`config.mk`:
```
export PLATFORM = sky130hd
export DESIGN_NAME = gpd_gpio
export DESIGN_NICKNAME = d
export VERILOG_FILES = /design/src/gpd_pkg.sv /design/src/gpd_pin_sync.sv /design/src/gpd_gpio.sv
export SDC_FILE = /design/constraint.sdc
export NUM_CORES = 1
export LEC_CHECK = 0
export BUFFER_PORTS_ARGS = -buffer_cell sky130_fd_sc_hd__buf_2
export CAP_MARGIN = 20
export CORE_MARGIN = 4
export CORE_UTILIZATION = 45
export DETAILED_ROUTE_END_ITERATION = 7
export PLACE_DENSITY = 0.66
export SETUP_SLACK_MARGIN = 0.5
export SLEW_MARGIN = 20
export SYNTH_ARGS = -nofsm -noshare
export SYNTH_HDL_FRONTEND = slang
export SYNTH_SLANG_ARGS = --single-unit
```
`constraint.sdc`:
```
create_clock -name clk -period 2.5 [get_ports clk]
set_input_delay 0.125 -clock clk [delete_from_list [all_inputs] [get_ports clk]]
set_output_delay 0.125 -clock clk [all_outputs]
set_load 0.05 [all_outputs]
```
`src/gpd_pkg.sv`:
```
// gpd_pkg: constants, register map and carrier types of the dual-port gpio block.
// assumes: byte-wide register port, one core clock, pins synchronised inside the block.
package gpd_pkg;

    // port geometry
    localparam int PORT_W = 8;
    localparam int DRV_W = 4;
    localparam int HC_W_FULL = 8;
    localparam int HC_W_REDUCED = 4;

    // clocking: core clock is twice the resonator
    localparam int RESONATOR_KHZ = 6000;
    localparam int CORE_MULT = 2;
    localparam int CORE_KHZ = RESONATOR_KHZ * CORE_MULT;
    localparam int SYS_CLK_KHZ = 125000;

    // register offsets
    localparam logic [7:0] ADDR_LC_DATA = 8'h00;
    localparam logic [7:0] ADDR_HC_DATA = 8'h01;
    localparam logic [7:0] ADDR_LC_IE = 8'h04;
    localparam logic [7:0] ADDR_HC_IE = 8'h05;
    localparam logic [7:0] ADDR_WK_IE = 8'h06;
    localparam logic [7:0] ADDR_LC_PU = 8'h08;
    localparam logic [7:0] ADDR_HC_PU = 8'h09;
    localparam logic [7:0] ADDR_LC_POL = 8'h30;
    localparam logic [7:0] ADDR_HC_POL = 8'h31;
    localparam logic [7:0] ADDR_LC_STAT = 8'h34;
    localparam logic [7:0] ADDR_HC_STAT = 8'h35;
    localparam logic [7:0] ADDR_WK_STAT = 8'h36;
    localparam logic [7:0] ADDR_LC_CLR = 8'h38;
    localparam logic [7:0] ADDR_HC_CLR = 8'h39;
    localparam logic [7:0] ADDR_WK_CLR = 8'h3a;
    localparam logic [7:0] ADDR_WK_CTRL = 8'h3c;
    localparam logic [7:0] ADDR_HC_LED = 8'h3d;
    // drive registers: base plus pin index, low port 0..7, high port 8..15
    localparam logic [7:0] ADDR_DRV_BASE = 8'h40;
    localparam logic [7:0] ADDR_DRV_LAST = 8'h4f;

    // wake control fields
    localparam int WK_DRIVE_BIT = 0;
    localparam int WK_SUSP_BIT = 1;
    localparam int WK_LEVEL_BIT = 2;

    // reset values
    localparam logic [7:0] RST_DATA = 8'hff;
    localparam logic [7:0] RST_IE = 8'h00;
    localparam logic [7:0] RST_PU = 8'hff;
    localparam logic [7:0] RST_POL = 8'hff;
    localparam logic [7:0] RST_LED = 8'h00;
    localparam logic [3:0] RST_DRV = 4'hf;

    // pad bundle of one port
    typedef struct packed {
        logic [PORT_W-1:0] out;
        logic [PORT_W-1:0] oe_n;
    } gpd_pads_t;

    // configuration of one port
    typedef struct packed {
        logic [PORT_W-1:0] data;
        logic [PORT_W-1:0] ie;
        logic [PORT_W-1:0] pu;
        logic [PORT_W-1:0] pol;
        logic [PORT_W-1:0] stat;
        logic [PORT_W*DRV_W-1:0] drv;
    } gpd_port_cfg_t;

endpackage : gpd_pkg

```
`src/gpd_pin_sync.sv`:
```
// gpd_pin_sync: two-stage synchroniser and polarity-selected edge detector per pin.
// assumes: pin inputs are asynchronous; polarity comes from the same clock domain.
`timescale 1ns/1ps
`default_nettype none
module gpd_pin_sync #(
    parameter int W = 8
) (
    input wire logic clk,
    input wire logic resetn,
    input wire logic [W-1:0] pin,
    input wire logic [W-1:0] rise_sel,
    output logic [W-1:0] level,
    output logic [W-1:0] edge_hit
);
    logic [W-1:0] meta_r;
    logic [W-1:0] sync_r;
    logic [W-1:0] last_r;
    // edges stay masked until the sync chain holds real pin levels
    logic [1:0] arm_r;

    initial begin
        if (W < 1) $error("gpd_pin_sync: width must be at least 1");
    end

    always_ff @(posedge clk or negedge resetn) begin
        if (!resetn) begin
            meta_r <= '0;
            sync_r <= '0;
            last_r <= '0;
            arm_r <= 2'h0;
        end else begin
            meta_r <= pin;
            sync_r <= meta_r;
            last_r <= sync_r;
            if (arm_r != 2'h3) begin
                arm_r <= arm_r + 2'h1;
            end
        end
    end

    assign level = sync_r;

    genvar i;
    generate
        for (i = 0; i < W; i++) begin : g_edge
            // rising when selected, otherwise falling
            assign edge_hit[i] = (arm_r == 2'h3) &&
                (rise_sel[i] ? (sync_r[i] & ~last_r[i]) : (~sync_r[i] & last_r[i]));
        end
    endgenerate

endmodule : gpd_pin_sync
`default_nettype wire

```
`src/gpd_gpio.sv`:
```
// gpd_gpio: two 8-bit gpio ports with pull-ups, drive strength, edge interrupts and a wake pin.
// assumes: byte register port on clk, pads resolved outside from out and active-low enables.
//
// Notes on behaviour
// - two ports, low-current and high-current, eight bidirectional lines each
// - reduced variant keeps only the lower four high-current lines, twelve total
// - each line has its own software-switched pull-up
// - each line has a four-bit sink strength, sixteen levels
// - high-current lines get LED-capable drivers, low-current port stays weak
// - interrupt lines fire on an edge of software-selected polarity per pin
// - each line's interrupt is maskable on its own
// - wake pin is open-drain with a rising-edge interrupt input
// - rising edge on the wake pin ends suspend
// - core clock is twice the resonator: 6 MHz gives 12 MHz
// - port data registers read-write at 0x00 and 0x01
// - interrupt enables write-only at 0x04 and 0x05
// - pull-up controls write-only at 0x08 and 0x09
//
// Strobed register access and the register addresses are this design's own decisions.
`timescale 1ns/1ps
`default_nettype none
module gpd_gpio
    import gpd_pkg::*;
#(
    parameter int HC_W = HC_W_FULL
) (
    input wire logic clk,
    input wire logic resetn,
    input wire logic [7:0] reg_addr,
    input wire logic [7:0] reg_wdata,
    input wire logic reg_wr,
    input wire logic reg_rd,
    output logic [7:0] reg_rdata,
    input wire logic [PORT_W-1:0] low_current_port_lines_in,
    output gpd_pads_t low_current_port_lines_pad,
    input wire logic [PORT_W-1:0] high_current_port_lines_in,
    output gpd_pads_t high_current_port_lines_pad,
    output logic [PORT_W-1:0] low_current_pullup_en,
    output logic [PORT_W-1:0] high_current_pullup_en,
    output logic [PORT_W*DRV_W-1:0] low_current_sink_sel,
    output logic [PORT_W*DRV_W-1:0] high_current_sink_sel,
    output logic [PORT_W-1:0] high_current_led_en,
    input wire logic wake_pin_in,
    output logic wake_pin_out,
    output logic wake_pin_oe_n,
    output logic suspended,
    output logic wake_pulse,
    output logic irq
);

    localparam logic [PORT_W-1:0] HC_MASK = (HC_W == HC_W_FULL) ? 8'hff : 8'h0f;

    initial begin
        if (HC_W != HC_W_FULL && HC_W != HC_W_REDUCED)
            $error("gpd_gpio: HC_W must be 8 or 4");
        if (CORE_KHZ != 2 * RESONATOR_KHZ)
            $error("gpd_gpio: core clock must be twice the resonator");
    end

    // state
    gpd_port_cfg_t lc_r, lc_nxt;
    gpd_port_cfg_t hc_r, hc_nxt;
    logic [PORT_W-1:0] led_r, led_nxt;
    logic wk_ie_r, wk_ie_nxt;
    logic wk_stat_r, wk_stat_nxt;
    logic wk_drive_r, wk_drive_nxt;
    logic susp_r, susp_nxt;
    logic wk_pulse_r, wk_pulse_nxt;
    logic irq_r, irq_nxt;
    logic wk_drive_r_q;
    logic [7:0] rdata_r, rdata_nxt;
    gpd_pads_t lc_pad_r, lc_pad_nxt;
    gpd_pads_t hc_pad_r, hc_pad_nxt;

    // synchronised pins
    logic [2*PORT_W:0] sync_level;
    logic [2*PORT_W:0] sync_edge;
    logic [PORT_W-1:0] lc_level;
    logic [PORT_W-1:0] hc_level;
    logic [PORT_W-1:0] lc_edge;
    logic [PORT_W-1:0] hc_edge;
    logic wk_level;
    logic wk_edge;

    gpd_pin_sync #(
        .W(2 * PORT_W + 1)
    ) u_sync (
        .clk(clk),
        .resetn(resetn),
        .pin({wake_pin_in, high_current_port_lines_in, low_current_port_lines_in}),
        .rise_sel({1'b1, hc_r.pol, lc_r.pol}),
        .level(sync_level),
        .edge_hit(sync_edge)
    );

    assign lc_level = sync_level[PORT_W-1:0];
    assign hc_level = sync_level[2*PORT_W-1:PORT_W] & HC_MASK;
    assign wk_level = sync_level[2*PORT_W];
    assign lc_edge = sync_edge[PORT_W-1:0];
    assign hc_edge = sync_edge[2*PORT_W-1:PORT_W] & HC_MASK;
    assign wk_edge = sync_edge[2*PORT_W];

    logic wr_hit;
    logic [3:0] drv_idx;
    assign drv_idx = reg_addr[3:0];
    assign wr_hit = reg_wr && (reg_addr >= ADDR_DRV_BASE) && (reg_addr <= ADDR_DRV_LAST);

    always_comb begin
        lc_nxt = lc_r;
        hc_nxt = hc_r;
        led_nxt = led_r;
        wk_ie_nxt = wk_ie_r;
        wk_drive_nxt = wk_drive_r;
        susp_nxt = susp_r;
        rdata_nxt = 8'h00;

        if (reg_wr) begin
            case (reg_addr)
                ADDR_LC_DATA: lc_nxt.data = reg_wdata;
                ADDR_HC_DATA: hc_nxt.data = reg_wdata & HC_MASK;
                ADDR_LC_IE: lc_nxt.ie = reg_wdata;
                ADDR_HC_IE: hc_nxt.ie = reg_wdata & HC_MASK;
                ADDR_WK_IE: wk_ie_nxt = reg_wdata[0];
                ADDR_LC_PU: lc_nxt.pu = reg_wdata;
                ADDR_HC_PU: hc_nxt.pu = reg_wdata & HC_MASK;
                // polarity per pin, 1 = rising
                ADDR_LC_POL: lc_nxt.pol = reg_wdata;
                ADDR_HC_POL: hc_nxt.pol = reg_wdata;
                ADDR_WK_CTRL: begin
                    wk_drive_nxt = reg_wdata[WK_DRIVE_BIT];
                    susp_nxt = reg_wdata[WK_SUSP_BIT];
                end
                // led drive mode on high-current lines
                ADDR_HC_LED: led_nxt = reg_wdata & HC_MASK;
                default: begin
                end
            endcase
        end

        if (wr_hit) begin
            if (drv_idx < 4'h8)
                lc_nxt.drv[drv_idx[2:0]*DRV_W +: DRV_W] = reg_wdata[DRV_W-1:0];
            else if (HC_MASK[drv_idx[2:0]])
                hc_nxt.drv[drv_idx[2:0]*DRV_W +: DRV_W] = reg_wdata[DRV_W-1:0];
        end

        // pending flags, set wins over clear
        lc_nxt.stat = lc_r.stat;
        hc_nxt.stat = hc_r.stat;
        wk_stat_nxt = wk_stat_r;
        if (reg_wr && reg_addr == ADDR_LC_CLR)
            lc_nxt.stat = lc_r.stat & ~reg_wdata;
        if (reg_wr && reg_addr == ADDR_HC_CLR)
            hc_nxt.stat = hc_r.stat & ~reg_wdata;
        if (reg_wr && reg_addr == ADDR_WK_CLR && reg_wdata[0])
            wk_stat_nxt = 1'b0;
        lc_nxt.stat = lc_nxt.stat | lc_edge;
        hc_nxt.stat = hc_nxt.stat | hc_edge;
        wk_stat_nxt = wk_stat_nxt | wk_edge;

        wk_pulse_nxt = 1'b0;
        if (wk_edge && (susp_r || susp_nxt)) begin
            susp_nxt = 1'b0;
            wk_pulse_nxt = 1'b1;
        end

        irq_nxt = |(lc_nxt.stat & lc_nxt.ie) | |(hc_nxt.stat & hc_nxt.ie) | (wk_stat_nxt & wk_ie_nxt);

        if (reg_rd) begin
            case (reg_addr)
                ADDR_LC_DATA: rdata_nxt = lc_level;
                ADDR_HC_DATA: rdata_nxt = hc_level;
                ADDR_LC_POL: rdata_nxt = lc_r.pol;
                ADDR_HC_POL: rdata_nxt = hc_r.pol;
                ADDR_LC_STAT: rdata_nxt = lc_r.stat;
                ADDR_HC_STAT: rdata_nxt = hc_r.stat;
                ADDR_WK_STAT: rdata_nxt = {7'h00, wk_stat_r};
                ADDR_WK_CTRL: rdata_nxt = {5'h00, wk_level, susp_r, wk_drive_r};
                ADDR_HC_LED: rdata_nxt = led_r;
                default: begin
                    if (reg_addr >= ADDR_DRV_BASE && reg_addr <= ADDR_DRV_LAST) begin
                        if (drv_idx < 4'h8)
                            rdata_nxt = {4'h0, lc_r.drv[drv_idx[2:0]*DRV_W +: DRV_W]};
                        else
                            rdata_nxt = {4'h0, hc_r.drv[drv_idx[2:0]*DRV_W +: DRV_W]};
                    end
                end
            endcase
        end

        // bidirectional lines: a 0 sinks, a 1 releases to the pull-up
        lc_pad_nxt.out = lc_nxt.data;
        lc_pad_nxt.oe_n = lc_nxt.data;
        hc_pad_nxt.out = hc_nxt.data & HC_MASK;
        hc_pad_nxt.oe_n = hc_nxt.data | ~HC_MASK;
    end

    always_ff @(posedge clk or negedge resetn) begin
        if (!resetn) begin
            lc_r <= '{data: RST_DATA, ie: RST_IE, pu: RST_PU, pol: RST_POL, stat: 8'h00,
                      drv: {PORT_W{RST_DRV}}};
            hc_r <= '{data: RST_DATA, ie: RST_IE, pu: RST_PU, pol: RST_POL, stat: 8'h00,
                      drv: {PORT_W{RST_DRV}}};
            led_r <= RST_LED;
            wk_ie_r <= 1'b0;
            wk_stat_r <= 1'b0;
            wk_drive_r <= 1'b0;
            susp_r <= 1'b0;
            wk_pulse_r <= 1'b0;
            irq_r <= 1'b0;
            rdata_r <= 8'h00;
            lc_pad_r <= '{out: 8'hff, oe_n: 8'hff};
            hc_pad_r <= '{out: 8'h00, oe_n: 8'hff};
        end else begin
            lc_r <= lc_nxt;
            hc_r <= hc_nxt;
            led_r <= led_nxt;
            wk_ie_r <= wk_ie_nxt;
            wk_stat_r <= wk_stat_nxt;
            wk_drive_r <= wk_drive_nxt;
            susp_r <= susp_nxt;
            wk_pulse_r <= wk_pulse_nxt;
            irq_r <= irq_nxt;
            rdata_r <= rdata_nxt;
            lc_pad_r <= lc_pad_nxt;
            hc_pad_r <= hc_pad_nxt;
        end
    end

    // outputs, all from flip-flops except wake_pin_out, which is tied low
    assign reg_rdata = rdata_r;
    assign low_current_port_lines_pad = lc_pad_r;
    assign high_current_port_lines_pad = hc_pad_r;
    assign low_current_pullup_en = lc_r.pu;
    assign high_current_pullup_en = hc_r.pu;
    assign low_current_sink_sel = lc_r.drv;
    assign high_current_sink_sel = hc_r.drv;
    assign high_current_led_en = led_r;
    // open drain: only ever pulls low
    assign wake_pin_out = 1'b0;
    assign wake_pin_oe_n = ~wk_drive_r_q;
    assign suspended = susp_r;
    assign wake_pulse = wk_pulse_r;
    assign irq = irq_r;

    // registered copy so the wake enable is a flop output
    always_ff @(posedge clk or negedge resetn) begin
        if (!resetn)
            wk_drive_r_q <= 1'b0;
        else
            wk_drive_r_q <= wk_drive_nxt;
    end

endmodule : gpd_gpio
`default_nettype wire

```
## Yosys cells after proc, flatten, opt, wreduce, memory -nomap -nowiden

Memory sizes are Yosys's and may differ from the RTL's.
Cells that the tools add are included.

| word-level totals | value |
|---|---|
| register bits after elaboration | 227 |
| memory bits (read-only) | 8 |
| bits of input ports | 37 |
| output and inout bits | 133 |
| memories kept | 1 |

| cells by class | value |
|---|---|
| $add $sub $neg | 2 |
| order comparisons | 4 |
| equality and inequality tests | 18 |
| shift-type cells | 4 |
| mux-type cells | 41 |
| bitwise gates (word level) | 79 |
| reductions and logical operators | 38 |

Memory list:

| memory | depth | bits a word | read ports | clocked after memory_dff | wr ports | line | RTL |
|---|---|---|---|---|---|---|---|
| (no name shown) | 8 | 1 | 1 | 0 | 0 | gpd_gpio.sv:143 | `else if (HC_MASK[drv_idx[2:0]])` |

Operator list:

| operator | number |
|---|---|
| $eq 8x6->1 const B | 10 |
| $mux 8 | 10 |
| $pmux 8 s9 | 1 |
| $bwmux 32 | 2 |
| $shiftx 32x6->4 | 2 |
| $not 1->1 | 35 |
| $and 1x1->1 | 34 |
| $neg 5->34 | 1 |
| $shift 4x34->32 const A | 1 |
| $shiftx 4x34->32 | 1 |
| $and 8x8->8 | 4 |
| $mux 32 | 1 |
| $logic_and 1x1->1 | 25 |
| $eq 8x3->1 const B | 3 |
| $mux 1 | 24 |
| $mux 24 | 1 |
| $eq 8x4->1 const B | 2 |
| $or 8x8->8 | 2 |
| $reduce_and 2->1 | 8 |
| $reduce_or 8->1 | 2 |
| $eq 8x1->1 const B | 1 |
| $ge 8x7->1 const B | 1 |
| $le 8x7->1 const B | 1 |
| $logic_not 8->1 | 1 |
| 10 further kinds | 13 |

## Logic depth before layout (Yosys ltp)

Gate-level depths: netlist (run 1).

| logic depth | value |
|---|---|
| depth after elaboration | 9 |
| gate-level depth with buffers | 10 |

## Modules after synthesis

From an unflattened synthesis (run 1), not the netlist that was laid out.

| second synthesis, totals | value |
|---|---|
| cell total of the unflattened synthesis | 870 |
| area, all modules | 10358.7 um2 |

Modules (own cells, without submodules):

| module | instances | cells an instance | area an instance (um2) |
|---|---|---|---|
| gpd_gpio | 1 | 760 | 8559.5 |
| gpd_pin_sync | 1 | 110 | 1799.2 |

## Least setup slack after synthesis (run 1)

Ideal clock, no wire load.

| path | value |
|---|---|
| path type | in2reg |
| from | in reg_addr[0] |
| to | reg irq_r, in the netlist irq |
| library setup time | 0.131 ns |
| data arrival time | 2.320 ns |
| data required time | 2.369 ns |
| setup slack | 0.049 ns |
| stages | 10 |
| path buffers | 2 |
| cells stage by stage | inv_1 ha_1 clkbuf_1 and4b_1 clkbuf_1 a31oi_1 a2bb2oi_1 a2111o_1 a2111o_1 or3_1 |

| on the way | value |
|---|---|
| word-level cells in the longest chain between the ends | 8 |
| elaborated cells between the ends (all ways) | 29 |

RTL lines:

| element | line | RTL |
|---|---|---|
| from (decl) | gpd_gpio.sv:29 | `input wire logic [7:0] reg_addr,` |
| $eq 8x6->1 (on tied branches) | gpd_gpio.sv:151, gpd_gpio.sv:153 |  |
| $logic_and 1x1->1 (on tied branches) | gpd_gpio.sv:151, gpd_gpio.sv:153 |  |
| $mux 8 (on tied branches) | gpd_gpio.sv:151, gpd_gpio.sv:153 |  |
| $or 8x8->8 (on tied branches) | gpd_gpio.sv:157, gpd_gpio.sv:158 |  |
| $and 8x8->8 | gpd_gpio.sv:167 | `irq_nxt = \|(lc_nxt.stat & lc_nxt.ie) \| \|(hc_nxt.stat & hc_nxt.ie) \| (wk_stat_nxt & wk_ie_nxt);` |
| $reduce_or 8->1 | gpd_gpio.sv:167 |  |
| $or 1x1->1 | gpd_gpio.sv:167 |  |
| $or 1x1->1 * | gpd_gpio.sv:167 |  |
| via irq_nxt | gpd_gpio.sv:69 | `logic irq_r, irq_nxt;` |
| to (signal assigned) | gpd_gpio.sv:223 | `irq_r <= irq_nxt;` |
| to (decl) | gpd_gpio.sv:69 |  |

The timed path passes the listed nets; every way through them passes the cells marked *.
A chain may end at the register's enable or synchronous reset.

## Final worst setup path (run 1)

| path | value |
|---|---|
| from | reg u_sync.arm_r[1] |
| to | reg irq_r, in the netlist irq |

| on the way | value |
|---|---|
| word-level cells in the longest chain between the ends | 7 |
| elaborated cells between the ends (all ways) | 28 |

RTL lines:

| element | line | RTL |
|---|---|---|
| from (decl) | gpd_pin_sync.sv:19 | `logic [1:0] arm_r;` |
| from (signal assigned) | gpd_pin_sync.sv:36 | `arm_r <= arm_r + 2'h1;` |
| $eq 2x2->1 * | gpd_pin_sync.sv:47 | `assign edge_hit[i] = (arm_r == 2'h3) &&` |
| $logic_and 1x1->1 | gpd_pin_sync.sv:47 |  |
| $or 8x8->8 (on tied branches) | gpd_gpio.sv:157, gpd_gpio.sv:158 |  |
| $and 8x8->8 | gpd_gpio.sv:167 |  |
| $reduce_or 8->1 | gpd_gpio.sv:167 |  |
| $or 1x1->1 | gpd_gpio.sv:167 |  |
| $or 1x1->1 * | gpd_gpio.sv:167 |  |
| via irq_nxt | gpd_gpio.sv:69 |  |

Marked as above.

==> metrics, run 1 <==
status=finished, final reports clean; Worst path max stage delay=0.41 ns; mapped cell area=10,400 sq um; RSZ-0062 raised after global routing=yes; vias in the first global route=6,958; Primary FF master, synth=dfrtp_1; CP delay by family, top=compound AO/OA/AOI/OAI gates; Min-Delay Startpoint=reg_wdata[2]; CTS tree=done; Hold Violations, Final=0; number of buffers added on ports=168; met2 wire length=12,200 um; Starting DRT DRC Count=431; H-tree levels=1; Slew @ Worst Pin=0.638 ns; final cell count without fillers=1,252; Flop pwr share=0.469; Lkg Pwr=0.00559 uW; worst-skew pair later-pin latency=0.52 ns; critical path cell sequence=ha_4 > inv_4 > a21oi_2 > a2bb2oi_2 > a2111o_1 > a2111o_1 > or3_1; standard-cell rows=55; met1 WL=12,000 um; First-pass DRT Iterations=5; NetSw=2200 uW; period utilisation layout=0.800; FF+latch count, synth=227; power density cells=702 nW/um^2; Hold Crit Class=in -> reg; count of final setup violators=0; Max Buffers Root-to-Sink=3; Placed Cells=1,185; Max-Cap Viols=0; Max transition margin=0.574; R2R depth=7; root buf cell=clkbuf_16; R2R Setup Slk=0.50 ns; hold endpoint=low_current_sink_sel[14]; RR Startpoint=u_sync.arm_r[1]; Crit-path slowest cell=dfrtp_1; Cell variety after synth=55; TNS Setup=0 ns; Area Growth Syn to Fin=16.2%; reg2reg end=irq; Total GRT Usage=0.204; nets=990; first-pass GRT wire length=41,400 um; CP most frequent cell=a2111o_1; max-slew violations=0; Post-synth EDFFs=0; Boundary Pins=170; Power Internal=6300 uW; initial antenna violation count=1; Cells after Synth=831; Setup WS post-layout=0.500 ns; critical path peak fanout=3; Clock transition at path regs=0.06 ns; Crit path required time=2.89 ns; syn nets=873; most common cell after layout, fill and taps aside=buf_2; type of the worst setup path=reg -> reg; largest net degree at the start of global routing=69; DRT Wirelength=26,300 um; top sig layer=met4; routed wl met3=1570 um; sequential-to-total area share from yosys stat=0.559; Post-DP HPWL=18,700 um; CP arrival=2.39 ns; Hold Crit Depth=3; Setup Skew=0.0104 ns; Routed wire per std cell=21.0 um; Sw Share=0.258; Startpoint Class=flop; worst slack, placed=0.0173 ns; FFs w/ async S/R, synth=1.00; Filler Cell Count=1,975; residual overflow from global routing=0; Max Clock Freq=0.500 GHz; most frequent cells in the layout=buf_2, dfrtp_1, dfstp_2; post-route ant nets=0; DRC viols=0; total power=8500 uW; Initial Util=0.459; Core Footprint=22,700 sq um; Vias/cell=5.48; CTS buffer count=24; Clock Power Share=0.420; combinational power share=0.111; total number of vias=6,856; Final min period=2.00 ns; Die X=160 um; GP Congestion=0.893; die area=25,600 sq um; YS warnings=0; Mapped Avg Cell Area=12.5 sq um; VDD IR max=557 uV; Clock Sinks=227; layout cells sized above 1=0.526; WP buf/inv=1; Die H=160 um; CP endpoint kind=flop
-- kinds of logic (layout without fill, tap and decap cells) --
kind of cell | count (synthesis) | after routing | synth area share
simple gates | 191 | 191 | 0.0983
compound gates | 112 | 112 | 0.0720
other cells | 1 | 2 | 0.000360
buf+inv | 157 | 292 | 0.0948
fa+ha+maj | 5 | 5 | 0.00601
flops | 227 | 227 | 0.559
mux | 137 | 137 | 0.169
xor+xnor | 1 | 1 | 0.000841
-- power by group through the flow --
stage               registers, uW  logic [uW]  clock network [uW]
floorplan                    4070         636                   0
global placement             4040         913                   0
detailed placement           4050         921                   0
CTS                          3990         951                3650
global route                 4010        1010                3790
finish                       3990         943                3570
-- routing by layer --
| layer | GRT usage | vias up |
|---|---|---|
| met4 | 0.0473 | 0 |
| met5 | 0 | - |
| li1 | - | 3093 |
| met2 | 0.321 | 235 |
| met3 | 0.0348 | 36 |
| met1 | 0.300 | 3492 |
-- worst min-delay path, stage by stage --
cell and delay, ns:
buf_2 0.21, nand2_1 0.10, o21ai_0 0.07
-- cells in the mapped netlist, types with 7 or more instances --
cell type  instances  area (sq um)
nor3_1             8          40.0
dfstp_2          112          2940
o21ai_0           40           200
nor2_1            24          90.1
clkbuf_1          28           105
nand2b_1          15          93.8
mux2_2           106          1190
nand4_1            7          43.8
nand3b_1           8          60.1
a22oi_1           10          75.1
inv_1             18          67.6
nand2_1           64           240
and2_1             8          50.1
a22o_1            14           123
nand3_1           23           115
buf_4            105           788
a21oi_1           11          55.1
mux2i_1           10           100
o22ai_1           11          68.8
dfrtp_1          115          2880
mux4_2            20           450
-- stage by stage --
step,utilization,hold slack (ns),cell area [sq um]
floorplan,-,-0.171,10500
global placement,0.487,0.0937,11100
detailed placement,0.487,0.0948,11100
CTS,0.533,0.000709,12100
global route,0.533,0.0271,12100
finish,0.533,0.0137,12100
-- registers in the layout, indices dropped and copies added, names as in the netlist, 16 cells and up --
register	flops
high_current_sink_sel	32
low_current_sink_sel	32
hc_r	24
lc_r	24
u_sync.last_r	17
u_sync.level	17
u_sync.meta_r	17
high_current_port_lines_pad	16
-- worst max-delay path by stage --
stage,start,end,slack [ns],cells after the start
global route,u_sync.arm_r[1],irq,0.46,7
floorplan,reg_addr[1],irq,0.29,10
detailed placement,reg_addr[6],irq,0.02,7
global placement,reg_addr[6],irq,0.04,7
CTS,u_sync.arm_r[0],irq,0.52,6
finish,u_sync.arm_r[1],irq,0.50,7
-- area by class of cell --
class | count | area, sq um | share of cell area
tap | 285 | 357 | 0.0295
antenna | 1 | 2.50 | 0.000207
clock inverter | 9 | 100 | 0.00827
multi-input combinational | 447 | 3670 | 0.303
sequential | 227 | 5820 | 0.481
timing repair buffer | 229 | 1390 | 0.115
inverter | 19 | 73.8 | 0.00610
clock buffer | 35 | 693 | 0.0573
-- timing repair --
item / CTS / global route
resized for setup: 8 / 1
hold endpoints to repair: 85 / 0
setup endpoints to repair: 1 / 1
pin swaps: 4 / 1
hold buffers: 20 / 0
setup buffers: 2 / 0
(Power assumes the default switching activity.)
==> inputs of run 2 (changes only) <==
- PLACE_DENSITY: 0.66 -> 0.68
- clock period: 2.5 -> 1.7 ns (I/O delays scaled with it)
==> run 2 against run 1 <==
Net effect:
- the flow now finishes with violations (hold timing, setup timing)
- clock power is 54% higher
- global-route usage is 4.0 points higher
- utilization is 19 points higher
- worst setup slack worse by 0.86 ns
- clock skew is 0.0012 ns lower
- sequential power is 48% higher
- clock-buffer cell count is 6 lower
==> metrics, run 2 (synthesis results as in run 1) <==
status=complete, but fails checks; failing checks=hold timing, setup timing; Boundary Pins=170 (unchanged); Max-Cap Viols=0 (unchanged); Core Footprint=22,700 sq um (unchanged); layout cells sized above 1=0.698 (+0.172); Initial Util=0.459 (unchanged); GP Congestion=0.895 (+0.25%); Area after DPL=12,600 sq um (+14%); critical path cell sequence=o22ai_2 > a22o_1 > a2111o_1 > a2111o_1 > or3_1; initial antenna violation count=2 (+1); period utilisation layout=1.21 (+0.413); Hold Crit Class=in -> reg; Starting DRT DRC Count=682 (+58%); TNS Setup=-0.399 ns (-0.399 ns); type of the worst setup path=reg -> reg; Worst path max stage delay=0.55 ns (+0.14 ns); Crit-path slowest cell=dfstp_2; Clock transition at path regs=0.06 ns (about the same); RSZ-0062 raised after global routing=yes; largest net degree at the start of global routing=63 (-8.7%); R2R Setup Slk=-0.36 ns (-0.86 ns); vias in the first global route=8,318 (+20%); worst-skew pair later-pin latency=0.52 ns (about the same); CTS tree=done; Routed wire per std cell=24.2 um (+15%); Lkg Pwr=0.00732 uW (+31%); first-pass GRT wire length=49,300 um (+19%); Filler Cell Count=1,348 (-32%); CP most frequent cell=a2111o_1; Post-DP HPWL=20,600 um (+11%); CP arrival=2.47 ns (+0.08 ns); VDD IR max=774 uV (+39%); Vias/cell=5.59 (+2.1%); Startpoint Class=flop; Min-Delay Startpoint=reg_wdata[2]; Setup WS post-layout=-0.362 ns (-0.862 ns); critical path peak fanout=3 (unchanged); Die H=160 um (unchanged); H-tree levels=1 (unchanged); First-pass DRT Iterations=7 (+2); CP endpoint kind=flop; Hold Violations, Final=3 (+3); Max transition margin=0.661 (+0.0867); nets=1,191 (+20%); Setup Skew=0.00918 ns (-0.00122 ns); total number of vias=8,133 (+19%); die area=25,600 sq um (unchanged); DRT Wirelength=35,200 um (+34%); hold buffers post-CTS=28 (+40%); R2R depth=5 (-2); Slew @ Worst Pin=0.505 ns (-0.134 ns); root buf cell=clkbuf_16; post-route ant nets=0 (unchanged); Max Clock Freq=0.485 GHz (-3.0%); WHS=-0.0895 ns (-0.103 ns); max-slew violations=0 (unchanged); residual overflow from global routing=0 (unchanged); post-route design area=16,500 sq um (+36%); most frequent cells in the layout=buf_4, dfrtp_1, dfstp_2; count of final setup violators=3 (+3); most common cell after layout, fill and taps aside=buf_4; total power=13,600 uW (+60%); Total GRT Usage=0.244 (+0.0400); standard-cell rows=55 (unchanged); Max Buffers Root-to-Sink=3 (unchanged); number of buffers added on ports=168 (unchanged); DRC viols=0 (unchanged); Hold Crit Depth=2 (-1); RR Startpoint=hc_r[42]; reg2reg end=irq; Area Growth Syn to Fin=58.1%; CTS buffer count=24 (unchanged); Final min period=2.06 ns (+0.0616 ns); Crit path required time=2.10 ns (-0.79 ns); Die X=160 um (unchanged); power density cells=827 nW/um^2 (+18%); hold endpoint=hc_r[58]; Clock Sinks=227 (unchanged)
-- run 2: cell types whose count changed in the layout (fill, tap and decap cells not counted), sizes merged, moves of 2 or more --
cell / delta
clkinv: +5
nand3: +2
clkbuf: -3
dlygate4sd3: +8
buf: +187
-- run 2: what timing repair did --
item,4_1_cts,5_1_grt
pin swaps,20,34
cloned,0,4
resized for setup,458,194
endpoints found under the setup margin,269,277
endpoints found under the hold margin,185,6
setup buffers,17,43
-- run 2: worst max-delay path by stage --
| stage | startpoint | endpoint | slack (ns) | depth (start not counted) |
|---|---|---|---|---|
| finish | hc_r[42] | irq | -0.36 | 5 |
| global route | hc_r[42] | irq | -0.41 | 5 |
| CTS | hc_r[42] | irq | -0.39 | 5 |
| detailed placement | reg_addr[5] | irq | -0.72 | 7 |
| global placement | reg_addr[6] | irq | -0.66 | 10 |
| floorplan | reg_addr[5] | irq | -0.45 | 6 |
-- run 2: per-layer routing --
layer | global-route usage | vias up | part of all wire
li1 | - | 3507 | -
met1 | 0.321 | 4122 | 0.39
met2 | 0.407 | 417 | 0.49
met3 | 0.0503 | 87 | 0.074
met4 | 0.0810 | 0 | 0.039
met5 | 0 | - | 0
-- run 2: critical path: cells and delay by family, from the launching register on --
kind | cells | cell delay [ns]
DFF | 1 | 0.55
AOI/OAI and AO/OA | 4 | 1.08
and+or+nand+nor | 1 | 0.31
-- run 2: where the power goes --
part | internal (uW) | switching [uW]
Clock | 3210 | 2280
Sequential | 5710 | 192
Combinational | 1000 | 1220
Total | 9930 | 3690
-- run 2: layout make-up --
class                           instances  area (sq um)  share of cell area
Antenna cell                            2          5.00            0.000304
Clock buffer                           29           651              0.0395
Clock inverter                         15           176              0.0107
Inverter                               19           100             0.00608
Tap cell                              285           357              0.0217
Timing Repair Buffer                  427          4650               0.282
Multi-Input combinational cell        450          4710               0.286
Sequential cell                       227          5820               0.354
-- run 2: stage by stage --
| step | utilization | setup WS (ns) | instances |
|---|---|---|---|
| 6_report | 0.725 | -0.362 | 1454 |
| 5_1_grt | 0.725 | -0.412 | 1454 |
| 3_3_place_gp | 0.553 | -0.658 | 1316 |
| 2_1_floorplan | - | -0.449 | 831 |
| 3_5_place_dp | 0.553 | -0.716 | 1316 |
| 4_1_cts | 0.678 | -0.387 | 1405 |
==> inputs of run 3 (changes only) <==
- CAP_MARGIN: 20 -> default
- CORE_UTILIZATION: 45 -> 30
- PLACE_DENSITY: 0.68 -> 0.49
==> run 3 against run 2 <==
Net effect:
- utilization down 23 points
- die area up 47%
- the run still ends with hold timing, setup timing left
- register-to-register slack better by 0.05 ns
- largest power group unchanged
- critical path type unchanged
- global-route usage down 7.3 points
- non-clock buffer count up 22
- first-iteration DRC count down 47%
==> metrics, run 3 (synthesis results as in run 1) <==
worst-skew pair later-pin latency=0.53 ns (about the same); Worst path max stage delay=0.41 ns (-0.14 ns); layout cells sized above 1=0.694 (-0.00425); Power Internal=9850 uW (-0.77%); Max Clock Freq=0.496 GHz (+2.3%); total number of vias=7,651 (-5.9%); Antenna Cells=0 (-2); RR Startpoint=u_sync.arm_r[1]; hold buffers post-CTS=23 (-18%); CTS tree=done; final cell count without fillers=1,638 (+13%); WP buf/inv=1 (+1); first-pass GRT wire length=50,800 um (+3.2%); RSZ-0062 raised after global routing=yes; Setup WS post-layout=-0.316 ns (+0.0465 ns); failing checks=hold timing, setup timing; Lkg Pwr=0.00737 uW (+0.66%); Routed wire per std cell=20.3 um (-16%); DRT Wirelength=33,200 um (-5.7%); NetSw=3550 uW (-3.8%); Clock Power Share=0.398 (-0.005); initial antenna violation count=0 (-2); CTS buffer count=26 (+8.3%); Total GRT Usage=0.171 (-0.0734); met2 wire length=16,100 um (-7.4%); Die X=194 um (+21%); Hold Crit Depth=2 (unchanged); Clock transition at path regs=0.06 ns (about the same); Die H=194 um (+21%); H-tree levels=1 (unchanged); Starting DRT DRC Count=360 (-47%); Placed Cells=1,521 (+16%); Hold Violations, Final=4 (+1); residual overflow from global routing=0 (unchanged); reg2reg end=irq; status=complete, but fails checks; GP Congestion=0.841 (-6.0%); Startpoint Class=flop; root buf cell=clkbuf_16; most common cell after layout, fill and taps aside=buf_4; max-slew violations=0 (unchanged); Area after DPL=13,100 sq um (+3.8%); vias in the first global route=8,330 (+0.14%); post-route design area=16,600 sq um (+0.87%); total power=13,400 uW (-1.6%); nets=1,213 (+1.8%); Min-Delay Startpoint=reg_wdata[2]; R2R depth=7 (+2); period utilisation layout=1.19 (-0.0274); Hold Crit Class=in -> reg; power density cells=807 nW/um^2 (-2.5%); top sig layer=met4; Initial Util=0.308 (-0.151); CP endpoint kind=flop; First-pass DRT Iterations=4 (-3); Area Growth Syn to Fin=59.5%; Vias/cell=4.67 (-16%); WHS=-0.0582 ns (+0.0313 ns); type of the worst setup path=reg -> reg; CP delay by family, top=compound AO/OA/AOI/OAI gates; Setup Skew=0.0114 ns (+0.00221 ns); count of final setup violators=3 (unchanged); critical path cell sequence=ha_4 > inv_4 > a21oi_4 > a2bb2oi_1 > a2111o_1 > a2111o_1 > or3_1; most frequent cells in the layout=buf_4, buf_6, dfrtp_1, dfstp_2, buf_8; standard-cell rows=67 (+22%); Core Footprint=33,900 sq um (+49%); Max-Cap Viols=0 (unchanged); critical path peak fanout=5 (+2); CP arrival=2.42 ns (-0.05 ns); post-route ant nets=0 (unchanged); largest net degree at the start of global routing=62 (-1.6%); Post-DP HPWL=23,400 um (+13%); Crit path required time=2.11 ns (about the same); hold endpoint=hc_r[58]; Sw Share=0.265 (-0.00613); number of buffers added on ports=168 (unchanged); Final min period=2.02 ns (-0.0465 ns); Flop pwr share=0.439 (+0.005); Crit-path slowest cell=dfrtp_1; CP most frequent cell=a2111o_1; Boundary Pins=170 (unchanged); combinational power share=0.163 (about the same); R2R Setup Slk=-0.32 ns (+0.05 ns); Max Buffers Root-to-Sink=3 (unchanged); die area=37,800 sq um (+47%); DRC viols=0 (unchanged); VDD IR max=614 uV (-21%); routed wl met3=1450 um (-45%); Clock Sinks=227 (unchanged); met1 WL=14,800 um (+7.8%)
[run 3: changes by cell type in the layout (fill, tap and decap cells not counted), moves of 5 or more]
cell,before,now
buf_6,97,126
mux2_2,41,53
mux2_4,66,54
buf_12,21,12
buf_4,142,149
clkbuf_1,3,9
o21ai_1,6,12
dlygate4sd3_1,28,23
o21ai_2,24,19
[run 3: worst max path at each step]
stage | end | startpoint | cells past startpoint
global route | irq | u_sync.level[10] | 6
finish | irq | u_sync.arm_r[1] | 7
detailed placement | irq | reg_addr[7] | 7
global placement | irq | reg_addr[6] | 7
floorplan | irq | reg_addr[5] | 6
CTS | irq | u_sync.arm_r[0] | 5
[run 3: per-stage QoR]
stage,hold WS (ns),setup TNS (ns),utilization,worst slack [ns]
3_5_place_dp,0.0148,-25.89,0.385,-0.669
2_1_floorplan,-0.211,-0.449,-,-0.449
6_report,-0.0582,-0.348,0.491,-0.316
4_1_cts,-0.0656,-0.414,0.473,-0.403
5_1_grt,-0.0663,-0.434,0.491,-0.388
3_3_place_gp,0.0172,-24.52,0.385,-0.647
[run 3: what timing repair did]
action	4_1_cts	5_1_grt
hold endpoints to repair	181	4
cloned	1	0
gates resized for setup	519	102
pin swaps	35	32
buffers inserted	23	23
endpoints found under the setup margin	265	243
[run 3: power by group through the flow]
stage,logic [uW],registers [uW],clock network [uW]
after floorplan,1020,5990,0
after global placement,1700,5920,0
final,2180,5890,5340
after detailed placement,1710,5930,0
after CTS,2110,5880,5550
after global routing,2300,5910,5710
[run 3: cell type report]
type	instances	area [sq um]
fill	3008	17300
clock inverter	9	68.8
inverter	19	100
sequential	227	5820
multi-input combinational	448	4530
clock buffer	38	737
timing repair buffer	449	4790
tap	448	561
[run 3: layer usage]
layer  GRT usage  up-vias
met5           0        -
met4      0.0406        0
li1            -     3551
met1       0.236     3876
met3      0.0255       48
met2       0.286      176
